**config.mk**
```make
export PLATFORM = sky130hd
export DESIGN_NAME = vcr_regs
export DESIGN_NICKNAME = d
export VERILOG_FILES = /design/src/hdl/vcr_pkg.sv /design/src/hdl/vcr_flag.sv /design/src/hdl/vcr_regs.sv
export SDC_FILE = /design/constraint.sdc
export NUM_CORES = 1
export LEC_CHECK = 0
export BUFFER_PORTS_ARGS = -buffer_cell sky130_fd_sc_hd__buf_2
export CAP_MARGIN = 15
export CORE_MARGIN = 5
export CORE_UTILIZATION = 29
export CTS_CLUSTER_DIAMETER = 100
export DETAILED_ROUTE_END_ITERATION = 10
export PLACE_DENSITY = 0.81
export SYNTH_ARGS = -nofsm -noshare
export SYNTH_HDL_FRONTEND = slang
export SYNTH_SLANG_ARGS = --single-unit
export TNS_END_PERCENT = 5
```
**constraint.sdc**
```tcl
create_clock -name MCLK -period 2.47 [get_ports MCLK]
set_input_delay 0.1235 -clock MCLK [delete_from_list [all_inputs] [get_ports MCLK]]
set_output_delay 0.1235 -clock MCLK [all_outputs]
set_load 0.05 [all_outputs]
```
**src/hdl/vcr_pkg.sv**
```systemverilog
package vcr_pkg;
    // Extended configuration space offsets
    localparam logic [11:0] STATUS_OFFSET = 12'h16A;
    localparam logic [11:0] CAP_OFFSET = 12'h16C;
    // Reset values
    localparam logic [15:0] STATUS_RESET = 16'h0000;
    localparam logic [31:0] CAP_RESET = 32'h077F0011;
    // Status field positions
    localparam int STATUS_DIRTY_BIT = 0;
    localparam int STATUS_PENDING_BIT = 1;
    // Capability field values
    localparam logic [7:0] CAP_ARB_TABLE_LOCATION = 8'h07;
    localparam logic [6:0] CAP_TIME_SLOT_COUNT = 7'h7F;
    localparam logic [7:0] CAP_ARB_SCHEME_SUPPORT = 8'h11;
    localparam logic [0:0] CAP_SNOOP_REFUSAL = 1'h0;
    localparam logic [0:0] CAP_AS_ONLY_FLAG = 1'h0;
    // Negotiation states
    typedef enum logic [1:0] {
        VCR_IDLE = 2'b00,
        VCR_BUSY = 2'b01
    } vcr_state_e;
endpackage

```
**src/hdl/vcr_flag.sv**
```systemverilog
`timescale 1ns/1ns
`default_nettype none
// Sticky flag: set wins over clear
module vcr_flag (
    input wire logic MCLK,
    input wire logic RST,
    input wire logic set_i,
    input wire logic clr_i,
    output logic flag_o
);
    logic flag_q;
    logic flag_d;

    // Set has priority so no modification is lost
    assign flag_d = set_i ? 1'b1 : (clr_i ? 1'b0 : flag_q);

    always_ff @(posedge MCLK) begin
        if (RST) begin
            flag_q <= 1'b0;
        end else begin
            flag_q <= flag_d;
        end
    end

    assign flag_o = flag_q;
endmodule
`default_nettype wire

```
**src/hdl/vcr_regs.sv**
```systemverilog
`timescale 1ns/1ns
`default_nettype none
module vcr_regs (
    input wire logic MCLK,
    input wire logic RST,
    input wire logic CFG_RD,
    input wire logic CFG_WR,
    input wire logic [11:0] CFG_ADDR,
    input wire logic [31:0] CFG_WDATA,
    input wire logic CHANNEL_ENABLE_WR,
    input wire logic CHANNEL_ENABLE_DIS,
    input wire logic NEGOTIATION_DONE,
    input wire logic ARB_TABLE_WRITE,
    input wire logic REFRESH_REQUEST,
    input wire logic REFRESH_DONE,
    output logic [31:0] CFG_RDATA,
    output logic CFG_RVALID,
    output logic NEGOTIATION_PENDING,
    output logic ARB_TABLE_DIRTY
);
    vcr_pkg::vcr_state_e state_q;
    vcr_pkg::vcr_state_e state_d;
    logic refresh_armed_q;
    logic refresh_armed_d;
    logic dirty_clr;
    logic dirty;
    logic pending;
    logic start_neg;
    logic hit_status;
    logic hit_cap;
    logic [15:0] status_word;
    logic [31:0] cap_word;
    logic [31:0] rdata_d;
    logic [31:0] rdata_q;
    logic rvalid_q;
    logic pend_out_q;
    logic dirty_out_q;
    logic cfg_wr_unused;
    logic [31:0] wdata_unused;

    // Writes have no effect on these read-only registers
    assign cfg_wr_unused = CFG_WR;
    assign wdata_unused = CFG_WDATA;

    // Enable or disable request restarts negotiation
    assign start_neg = CHANNEL_ENABLE_WR | CHANNEL_ENABLE_DIS;

    // Negotiation state; reset lands in busy for startup negotiation
    always_comb begin
        state_d = state_q;
        case (state_q)
            vcr_pkg::VCR_IDLE: begin
                if (start_neg) begin
                    state_d = vcr_pkg::VCR_BUSY;
                end
            end
            vcr_pkg::VCR_BUSY: begin
                if (NEGOTIATION_DONE && !start_neg) begin
                    state_d = vcr_pkg::VCR_IDLE;
                end
            end
            default: state_d = vcr_pkg::VCR_IDLE;
        endcase
    end

    assign pending = (state_q == vcr_pkg::VCR_BUSY);

    // Refresh must be requested before completion can clear dirty
    assign refresh_armed_d = REFRESH_REQUEST ? 1'b1 :
        (REFRESH_DONE ? 1'b0 : refresh_armed_q);
    assign dirty_clr = refresh_armed_q & REFRESH_DONE;

    vcr_flag u_dirty (
        .MCLK(MCLK),
        .RST(RST),
        .set_i(ARB_TABLE_WRITE),
        .clr_i(dirty_clr),
        .flag_o(dirty)
    );

    // Register images
    always_comb begin
        status_word = vcr_pkg::STATUS_RESET;
        status_word[vcr_pkg::STATUS_PENDING_BIT] = pending;
        status_word[vcr_pkg::STATUS_DIRTY_BIT] = dirty;
    end

    // Constant capability image, reserved bits zero
    assign cap_word = {vcr_pkg::CAP_ARB_TABLE_LOCATION,
        1'b0,
        vcr_pkg::CAP_TIME_SLOT_COUNT,
        vcr_pkg::CAP_SNOOP_REFUSAL,
        vcr_pkg::CAP_AS_ONLY_FLAG,
        6'h00,
        vcr_pkg::CAP_ARB_SCHEME_SUPPORT};

    // Address decode; unmapped offsets read zero
    assign hit_status = (CFG_ADDR == vcr_pkg::STATUS_OFFSET);
    assign hit_cap = (CFG_ADDR == vcr_pkg::CAP_OFFSET);
    assign rdata_d = hit_status ? {16'h0000, status_word} :
        (hit_cap ? cap_word : 32'h00000000);

    // Outputs registered, one cycle read latency
    always_ff @(posedge MCLK) begin
        if (RST) begin
            state_q <= vcr_pkg::VCR_BUSY;
            refresh_armed_q <= 1'b0;
            rdata_q <= 32'h00000000;
            rvalid_q <= 1'b0;
            pend_out_q <= 1'b0;
            dirty_out_q <= 1'b0;
        end else begin
            state_q <= state_d;
            refresh_armed_q <= refresh_armed_d;
            rdata_q <= CFG_RD ? rdata_d : 32'h00000000;
            rvalid_q <= CFG_RD;
            pend_out_q <= pending;
            dirty_out_q <= dirty;
        end
    end

    assign CFG_RDATA = rdata_q;
    assign CFG_RVALID = rvalid_q;
    assign NEGOTIATION_PENDING = pend_out_q;
    assign ARB_TABLE_DIRTY = dirty_out_q;
endmodule
`default_nettype wire

```
## After elaboration in Yosys (flattened, before gate mapping)

Cells that the tools add are included.

- Flip-flop bits (word level): 34
- Input bits: 54
- Output and inout bits: 35
- Word-level logic and storage cells: 33

- Equality and inequality tests: 5
- Multiplexer cells: 9
- Bitwise operators: 3
- Reductions and logical operators: 8

Operator list:

| operator | number |
|---|---|
| $mux 27 | 1 |
| $eq 12x9->1 const B | 2 |
| $mux 2 | 3 |
| $mux 1 | 4 |
| $pmux 2 s2 | 1 |
| $reduce_bool 2->1 | 2 |
| $reduce_or 3->1 | 1 |
| $eq 2x1->1 const B | 1 |
| $logic_not 2->1 | 1 |
| $ne 2x1->1 const B | 1 |
| $ne 2x2->1 const B | 1 |
| $reduce_and 2->1 | 1 |
| $reduce_or 2->1 | 1 |
| $and 1x1->1 | 1 |
| $logic_and 1x1->1 | 1 |
| $logic_not 1->1 | 1 |
| $not 1->1 | 1 |
| $or 1x1->1 | 1 |

## Logic depth before layout (Yosys ltp)

Gate-level depths: netlist (run 1).

- Depth in word-level cells: 5
- Mapped depth: 2
- Gate-level depth less buffers: 2

## Cells and area by module

From an unflattened synthesis (run 1), not the netlist that was laid out.

- Cell total of the unflattened synthesis: 61
- Area, all modules: 556.8 sq um

By module, submodules not included:

| module | instances | cells an instance | area an instance (sq um) | sequential area each (sq um) |
|---|---|---|---|---|
| vcr_regs | 1 | 57 | 518.0 | 160.2 |
| vcr_flag | 1 | 4 | 38.8 | 20.0 |

## Least setup slack after synthesis (run 1)

No wires, ideal clock.

- Path type: reg-to-output
- Start: register CFG_RDATA[25] (netlist name)
- End: output port CFG_RDATA[16]
- Data arrival time: 1.069 ns
- Data required time: 2.346 ns
- Path slack: 1.278 ns
- Stages on the path, launching flop included: 2
- Buffers on the path: 1
- Cell sequence: dfxtp_1 -> buf_4

RTL lines:

| element | line | text |
|---|---|---|
| to (decl) | vcr_regs.sv:16 | `output logic [31:0] CFG_RDATA,` |

==> results of run 1 <==
flip-flops by register name (all words and copies together) (netlist names):
register             flops
ARB_TABLE_DIRTY          1
CFG_RDATA                3
refresh_armed_q          1
state_q                  1
NEGOTIATION_PENDING      1
u_dirty.flag_o           1
CFG_RVALID               1
cells in the final DEF, fill, tap and decap left out, types with 2 or more instances in the layout:
cell type	synthesis	routed
conb_1	1	19
nor4_1	2	2
clkbuf_4	0	3
nand4bb_1	2	2
nand3b_1	2	2
nand2b_1	2	2
buf_2	0	36
inv_1	2	2
dfxtp_1	9	9
nor2b_1	2	2
per-layer routing:
metal	GRT usage, %	routed length [um]	up-vias	part of all wire, %
met3	2.25	215	3	21
met5	0	0	-	0
li1	-	-	204	-
met1	5.69	310	179	30
met4	7.66	34	0	3.3
met2	12.9	467	42	45
how the worst max path moves through the flow:
stage	end	start	slack, ps
after floorplan	CFG_RDATA[16]	CFG_RDATA[25]	1280
after global placement	CFG_RDATA[25]	CFG_ADDR[0]	1360
after detailed placement	CFG_RDATA[1]	RST	1380
after CTS	CFG_RDATA[18]	CFG_RDATA[25]	1280
after global routing	CFG_RDATA[21]	CFG_RDATA[25]	1240
final	CFG_RDATA[18]	CFG_RDATA[25]	1310
power by group through the flow:
| stage | combinational (mW) | clock (mW) | sequential, mW |
|---|---|---|---|
| 2_1_floorplan | 0.0972 | 0 | 0.166 |
| 4_1_cts | 0.104 | 0.121 | 0.153 |
| 6_report | 0.105 | 0.114 | 0.153 |
| 3_3_place_gp | 0.103 | 0 | 0.156 |
| 3_5_place_dp | 0.104 | 0 | 0.156 |
| 5_1_grt | 0.111 | 0.126 | 0.153 |
cells in the mapped netlist (all sizes together):
| library cell | instances |
|---|---|
| buf | 29 |
| dfxtp | 9 |
| inv | 2 |
| nand2b | 2 |
| nand3b | 2 |
| nand4bb | 2 |
| nor2b | 2 |
| nor4 | 2 |
| a2111oi | 1 |
| a21boi | 1 |
| a21oi | 1 |
| conb | 1 |
| nor2 | 1 |
| nor3 | 1 |
| o21ai | 1 |
| o21ba | 1 |
| or4b | 1 |
through the flow:
step | cell area (um^2) | total power [mW] | hold WS (ps) | instances | utilization [%]
2_1_floorplan | 617 | 0.263 | 190 | 77 | -
3_3_place_gp | 611 | 0.259 | 295 | 109 | 34.6
3_5_place_dp | 611 | 0.261 | 309 | 109 | 34.6
4_1_cts | 637 | 0.378 | 25.6 | 113 | 36.1
5_1_grt | 637 | 0.389 | 41.4 | 113 | 36.1
6_report | 637 | 0.372 | 29.5 | 113 | 36.1
kinds of logic (layout without fill, tap and decap cells):
| family | count (synthesis) | after routing | synth area share, % |
|---|---|---|---|
| DFF | 9 | 9 | 32.8 |
| and+or+nand+nor | 13 | 13 | 17.8 |
| buffers and inverters | 31 | 42 | 41.0 |
| other | 1 | 19 | 0.683 |
| AOI/OAI and AO/OA | 5 | 5 | 7.74 |
worst register-to-register path, stage by stage, from the launching register on:
cell and delay [ps]:
dfxtp_1 350, nand3b_1 110, a2111oi_2 350
area by class of cell:
type,instances,area share (%)
tap,25,4.91
multi-input combinational,37,33.2
sequential,9,28.3
clock buffer,4,4.13
timing repair buffer,36,28.3
inverter,2,1.18
==> results.ini, run 1 <==
[clock_network]
path_clk_slew_ps = 60
clock_path_buffers = 2
cts-hold-fix-buffers = 0
cts-root-buf = clkbuf_4
tritoncts = yes
clock-sinks = 9
cts_inserted_buffers = 3
cts_resized = 0
htree_levels = 1
postCtsSetupRepairBufs = 0
insertion_delay_ps = 260

[synth]
postSynthCellCount = 59
yosys_warnings = 0
ys_ff_latch = 9
yosysTopAreaCell = buf_4
synthTopCellsByArea = buf_4, dfxtp_1, nand4bb_1
avgSynthCellArea_um2 = 9.31
synth_top_area_share_pct = 39.6
syn_area_um2 = 549
yosysSeqAreaShare_pct = 32.8
synth.distinct_cells = 17

[setup_path]
cp-start-kind = flop
path_delay_family = flip-flops
rr_endpoint = CFG_RDATA[0]
critPathRequiredTime_ps = 2350
path_buf_inv = 1
cp-end-kind = output port
cp_num_cells = 1
arrival_ps = 1040
cp_max_fo = 11
crit_type = reg2out
rr_startpoint = u_dirty.flag_o
max_stage_delay_ps = 460
reg2reg_slack_ps = 1550
cp_slowest_cell = dfxtp_1
worstRegToRegCells = 2
crit_chain = buf_2

[route]
drc_errors = 0
via_per_inst = 3.79
drt_first_pass_iters = 2
ant_nets = 0
drt_iter0_drc = 1
wirelength_um = 1030
wl_per_cell_um = 9.09
num_vias = 428

[layout]
final_layout_size_suffix_gt1_share_pct = 46.6
layout.nets = 143
multi_input_area_um2 = 211
ff_latch_area_um2 = 180
fill_cells = 196
area_growth_pct = 15.9
diodes = 0

[placement]
post-place-ws_ps = 1380
gp_congestion = 0.644
port_buffers = 36
dp_hpwl_um = 935

[min_path]
hold_start = NEGOTIATION_DONE
hold_path_end = state_q[0]
hold_path_depth = 2
min_path_type = in2reg

[grt]
overflow = 0
grt_pass1_vias = 384
grt_pass1_wl_um = 1390
grt_max_degree = 12
antenna_found_initial = 0
gr-usage-all-layers_pct = 7.13

[outcome]
status = finished, final reports clean

[power]
switching_share_pct = 37.3
seqPwrFrac_pct = 41.1
comb_power_share_pct = 28.2
power.density_nw_per_um2 = 584
p_int_mw = 0.233
ir_drop_uv = 281
p_sw_mw = 0.139
leakage_nw = 0.367
p_clk_share_pct = 30.7

[sta]
setup_viol = 0
drv_slew = 0
hold_viol = 0
timing.fmax_mhz = 860
period_needed_ps = 1160
tns_ps = 0
skew_ps = 0.517
min_period_over_period_pct = 47.1
rsz0062_at_grt = no
layout_setup_ws_ps = 1310

[floorplanning]
fp-row-count = 15
io_pins = 89
die_w_um = 53.5
coreArea_um2 = 1760
fp.dieH_um = 53.5
initial_core_util_pct = 31.1
die_area_um2 = 2860

[run]
maxCapViolations = 0

(Power assumes the default switching activity.)
==> run 2, diff against run 1 <==
- ABC_AREA: unset -> 1
- CORE_UTILIZATION: 29 -> 25
- PLACE_DENSITY: 0.81 -> 0.73
- clock period: 2.47 -> 0.9 ns (I/O delays scaled with it)
==> results.ini, run 2 <==
[clock_network]
clock_path_buffers = 2  ; unchanged
tritoncts = yes
path_clk_slew_ps = 60  ; about the same
cts_inserted_buffers = 3  ; unchanged
clock-sinks = 9  ; unchanged
cts-root-buf = clkbuf_4
insertion_delay_ps = 260  ; about the same
htree_levels = 1  ; unchanged

[floorplanning]
die_w_um = 57.7  ; +7.7%
coreArea_um2 = 2190  ; +24%
fp-row-count = 17  ; +2
initial_core_util_pct = 25.9  ; -5.2 points
io_pins = 89  ; unchanged
die_area_um2 = 3330  ; +16%
fp.dieH_um = 57.7  ; +7.7%

[outcome]
status = finished, violations left
violations = negative setup slack

[route]
num_vias = 480  ; +12%
wirelength_um = 1180  ; +15%
drc_errors = 0  ; unchanged
drt_first_pass_iters = 2  ; unchanged
ant_nets = 0  ; unchanged
wl_met3_um = 199  ; -7.4%
wl_met1_um = 347  ; +12%
drt_iter0_drc = 4  ; +3
wl_met2_um = 634  ; +36%
wl_per_cell_um = 8.26  ; -9.1%
via_per_inst = 3.36  ; -11%
top_layer = met3

[placement]
dp_hpwl_um = 913  ; -2.3%
dp.cells = 131  ; +20%
dpl_cell_area_um2 = 634  ; +3.9%
gp_congestion = 0.671  ; +4.1%
port_buffers = 36  ; unchanged
post-place-ws_ps = 136  ; -1240 ps

[grt]
antenna_found_initial = 0  ; unchanged
grt_max_degree = 12  ; unchanged
gr-usage-all-layers_pct = 6.65  ; -0.48 points
grt_pass1_wl_um = 1640  ; +18%
overflow = 0  ; unchanged
grt_pass1_vias = 420  ; +9.4%

[power]
report.power.total_mw = 1.03  ; +180%
leakage_nw = 0.476  ; +30%
p_int_mw = 0.647  ; +180%
p_sw_mw = 0.383  ; +180%
seqPwrFrac_pct = 40.4  ; -0.7 points
ir_drop_uv = 774  ; +180%
comb_power_share_pct = 30.2  ; +2.0 points
power.density_nw_per_um2 = 1240  ; +110%
switching_share_pct = 37.2  ; -0.15 points
p_clk_share_pct = 29.4  ; -1.3 points

[min_path]
min_path_type = in2reg

[synth]
yosysTopAreaCell = buf_4
yosysSeqAreaShare_pct = 31.7  ; -1.1 points
avgSynthCellArea_um2 = 7.28  ; -22%
netlist_top_cells_count = buf_4, nor2_1, nand2_1
synth.distinct_cells = 12  ; -5
synth_most_common_cell = buf_4
synthTopCellsByArea = buf_4, dfxtp_1, nor2_1
ys_ff_latch = 9  ; unchanged
async_reset_ff_share_pct = 0  ; unchanged
synth-main-ff-cell = dfxtp_1
syn_area_um2 = 568  ; +3.4%
yosys_warnings = 0  ; unchanged
postSynthCellCount = 78  ; +32%
synth_top_area_share_pct = 38.3  ; -1.3 points
synth_edf_count = 0  ; unchanged

[layout]
largest_reg_flops = 3  ; unchanged
finalNonFillerCells = 143  ; +27%
final_cell_mix = buf_2, conb_1, nor2_1, nand2_1, inv_1
layout.nets = 170  ; +19%
design_area_um2 = 830  ; +30%
layout_commonest_cell = buf_2
final_layout_size_suffix_gt1_share_pct = 40.0  ; -6.6 points
area_growth_pct = 46.0
diodes = 0  ; unchanged

[setup_path]
reg2reg_slack_ps = 140  ; -1410 ps
critPathRequiredTime_ps = 850  ; -1500 ps
crit_type = reg2out
cp-end-kind = output port
cp-endpoint = CFG_RDATA[17]
cp_max_fo = 5  ; -6
startpoint = CFG_RDATA[25]
rr_endpoint = CFG_RDATA[0]
rr_startpoint = u_dirty.flag_o
worstRegToRegCells = 4  ; +2
arrival_ps = 900  ; -140 ps
cp-start-kind = flop

[sta]
skew_ps = 2.81  ; +2.29 ps
hold_viol = 0  ; unchanged
layout_setup_ws_ps = -41.3  ; -1350 ps
timing.fmax_mhz = 1060
drv_slew = 0  ; unchanged
rsz0062_at_grt = yes
min_period_over_period_pct = 105
period_needed_ps = 941
setup_viol = 11  ; +11

[run]
maxCapViolations = 0  ; unchanged

[run 2: cell types whose count changed after synthesis, moves of 2 or more]
cell,previous run,this run
nor4_1,2,0
inv_1,2,9
nand4bb_1,2,0
nand3b_1,2,0
nor2b_1,2,0
nor2_2,0,2
nor2_1,1,11
nand2b_1,2,0
nand2_1,0,10
[run 2: final cells by class]
cell class	count	area, um^2
repair buffers	44	347
well taps	28	35.0
clock buffers	4	26.3
flip-flops and latches	9	184
fillers	231	1360
multi-input cells	49	204
inverters	9	33.8
[run 2: worst min path at each step]
stage                           from                  end  cells after the start
floorplan                        RST      ARB_TABLE_DIRTY                      1
global placement    NEGOTIATION_DONE           state_q[0]                      2
detailed placement  NEGOTIATION_DONE           state_q[0]                      2
CTS                              RST  NEGOTIATION_PENDING                      2
global route                     RST  NEGOTIATION_PENDING                      2
finish                           RST  NEGOTIATION_PENDING                      2
[run 2: worst max-delay path, stage by stage, from the launching register on]
cell and delay (ps):
dfxtp_4 350, buf_6 140, buf_8 150
[run 2: timing repair]
action / 4_1_cts / 5_1_grt
hold endpoints to repair: 3 / 0
gates resized for setup: 23 / 9
buffers inserted: 0 / 3
hold buffers: 5 / 0
pin swaps: 0 / 0
endpoints found under the setup margin: 11 / 12
[run 2: power by group through the flow]
stage	Combinational (mW)	Sequential [mW]	Clock, mW
finish	0.311	0.416	0.303
global route	0.332	0.418	0.345
CTS	0.308	0.416	0.321
detailed placement	0.291	0.428	0
global placement	0.290	0.427	0
floorplan	0.271	0.454	0
[run 2: logic make-up after synthesis]
kind of cell | count (synthesis) | synth area share [%]
buffers and inverters | 38 | 44.3
AND/OR/NAND/NOR | 27 | 20.7
flip-flops | 9 | 31.7
AO/OA/AOI/OAI | 3 | 2.64
other | 1 | 0.660
[run 2: per-layer routing]
| metal | track usage, % | up-vias |
|---|---|---|
| met5 | 0 | - |
| met4 | 0.993 | 0 |
| met3 | 5.79 | 0 |
| met2 | 12.7 | 33 |
| met1 | 4.95 | 191 |
| li1 | - | 256 |
[run 2: through the flow]
| stage | TNS (ps) | util (%) | hold slack (ps) |
|---|---|---|---|
| 5_1_grt | -891 | 37.9 | 48.9 |
| 3_3_place_gp | 0 | 29.0 | 221 |
| 6_report | -417 | 37.9 | 40.7 |
| 3_5_place_dp | 0 | 29.0 | 220 |
| 4_1_cts | -458 | 35.7 | 33.6 |
| 2_1_floorplan | 0 | - | 117 |
==> run 3, diff against run 2 <==
- CELL_PAD_IN_SITES_DETAIL_PLACEMENT: unset -> 1
- CELL_PAD_IN_SITES_GLOBAL_PLACEMENT: unset -> 2
- CORE_UTILIZATION: 25 -> 10
- CTS_BUF_LIST: unset -> sky130_fd_sc_hd__clkbuf_4 sky130_fd_sc_hd__clkbuf_8
- PLACE_DENSITY: 0.73 -> 0.72
==> results.ini, run 3 (synthesis gave the netlist of run 2 again) <==
[placement]
dp_hpwl_um = 1230  ; +35%
port_buffers = 36  ; unchanged
dpl_cell_area_um2 = 689  ; +8.7%
gp_congestion = 0.626  ; -6.7%

[power]
p_sw_mw = 0.402  ; +4.8%
switching_share_pct = 33.3  ; -3.9 points
leakage_nw = 0.448  ; -5.8%
ir_drop_uv = 303  ; -61%
seqPwrFrac_pct = 34.6  ; -5.8 points
p_int_mw = 0.804  ; +24%
p_clk_share_pct = 40.5  ; +11 points
comb_power_share_pct = 24.9  ; -5.3 points
power.density_nw_per_um2 = 1470  ; +18%

[grt]
grt_pass1_wl_um = 2040  ; +24%
grt_max_degree = 12  ; unchanged
overflow = 0  ; unchanged
antenna_found_initial = 0  ; unchanged
grt_pass1_vias = 475  ; +13%
gr-usage-all-layers_pct = 3.54  ; -3.1 points

[sta]
tns_ps = -17.4  ; +400 ps
setup_viol = 11  ; unchanged
drv_slew = 0  ; unchanged
timing.fmax_mhz = 1110  ; +4.2%
period_needed_ps = 903  ; -37.9 ps
min_period_over_period_pct = 100  ; -4.2 points
rsz0062_at_grt = yes
hold_viol = 0  ; unchanged
skew_ps = 0.366  ; -2.44 ps
layout_setup_ws_ps = -3.43  ; +37.9 ps

[run]
maxCapViolations = 0  ; unchanged

[setup_path]
path_buf_inv = 1  ; -1
critPathRequiredTime_ps = 850  ; about the same
arrival_ps = 860  ; -40 ps
crit_chain = buf_6
max_stage_delay_ps = 440  ; +90 ps
cp_slowest_cell = dfxtp_4
path_delay_family = flip-flops
cp-start-kind = flop
cp_max_fo = 11  ; +6
cp-end-kind = output port
crit_type = reg2out
reg2reg_slack_ps = 140  ; about the same

[route]
drt_first_pass_iters = 1  ; -1
drc_errors = 0  ; unchanged
via_per_inst = 2.63  ; -22%
wirelength_um = 1350  ; +14%
num_vias = 473  ; -1.5%
ant_nets = 0  ; unchanged
drt_iter0_drc = 0  ; -4
wl_per_cell_um = 7.51  ; -9.1%

[outcome]
status = finished, violations left
violations = negative setup slack

[layout]
final_cell_mix = buf_2, conb_1, nor2_1, buf_6, nand2_1
final_layout_size_suffix_gt1_share_pct = 40.7  ; +0.74 points
diodes = 0  ; unchanged
largest_reg_flops = 3  ; unchanged
layout.nets = 163  ; -4.1%
area_growth_pct = 44.3
design_area_um2 = 820  ; -1.2%
layout_commonest_cell = buf_2
fill_cells = 671  ; +190%

[clock_network]
htree_levels = 1  ; unchanged
clock_path_buffers = 2  ; unchanged
postCtsSetupRepairBufs = 0  ; unchanged
cts_inserted_buffers = 3  ; unchanged
path_clk_slew_ps = 40  ; -20 ps
cts-root-buf = clkbuf_8
insertion_delay_ps = 230  ; -30 ps
tritoncts = yes
clock-sinks = 9  ; unchanged

[floorplanning]
fp.dieH_um = 85.4  ; +48%
die_w_um = 85.4  ; +48%
die_area_um2 = 7290  ; +120%
coreArea_um2 = 5510  ; +150%
io_pins = 89  ; unchanged
fp-row-count = 27  ; +10
initial_core_util_pct = 10.3  ; -16 points

[min_path]
min_path_type = in2reg

[run 3: changes by cell type in the layout (fill, tap and decap cells not counted)]
cell	delta
buf_2	+1
buf_4	-2
buf_6	+4
buf_8	-5
clkbuf_1	-1
clkbuf_4	-3
clkbuf_8	+3
dlygate4sd3_1	-4
[run 3: power by group through the flow]
stage          registers [mW]  clock network, mW  logic (mW)
2_1_floorplan           0.454                  0       0.271
3_3_place_gp            0.427                  0       0.296
3_5_place_dp            0.427                  0       0.298
4_1_cts                 0.417              0.511       0.302
5_1_grt                 0.418              0.523       0.321
6_report                0.417              0.489       0.300
[run 3: what timing repair did]
item,CTS,global route
gates resized for setup,16,7
hold endpoints to repair,1,0
gates cloned,0,0
setup endpoints to repair,11,11
hold buffers,1,0
[run 3: per-stage QoR]
step | cells | util (%) | total power [mW] | hold WS, ps | worst slack [ps]
final | 180 | 14.9 | 1.21 | 24.9 | -3.43
after floorplan | 96 | - | 0.725 | 117 | 40.7
after global placement | 175 | 12.5 | 0.723 | 233 | 112
after global routing | 180 | 14.9 | 1.26 | 32.0 | -52.9
after detailed placement | 175 | 12.5 | 0.726 | 234 | 134
after CTS | 180 | 14.4 | 1.23 | 17.7 | -18.6
[run 3: path summary, 6_finish.rpt]
path                        start               to  cells past startpoint
setup / recovery    CFG_RDATA[25]    CFG_RDATA[17]                      1
hold / removal    ARB_TABLE_WRITE   u_dirty.flag_o                      3
setup reg to reg   u_dirty.flag_o     CFG_RDATA[0]                      4
hold reg to reg    u_dirty.flag_o  ARB_TABLE_DIRTY                      2
[run 3: routing by layer]
layer,routed length [um],GRT usage [%]
met5,0,0
met4,9,2.16
met3,213,1.84
met2,639,5.51
met1,489,3.78
[run 3: layout make-up]
type	instances	area [um^2]	area share, %
Timing Repair Buffer	37	259	31.6
Multi-Input combinational cell	49	204	24.9
Tap cell	72	90.1	11.0
Sequential cell	9	184	22.4
Inverter	9	33.8	4.12
Clock buffer	4	48.8	5.95
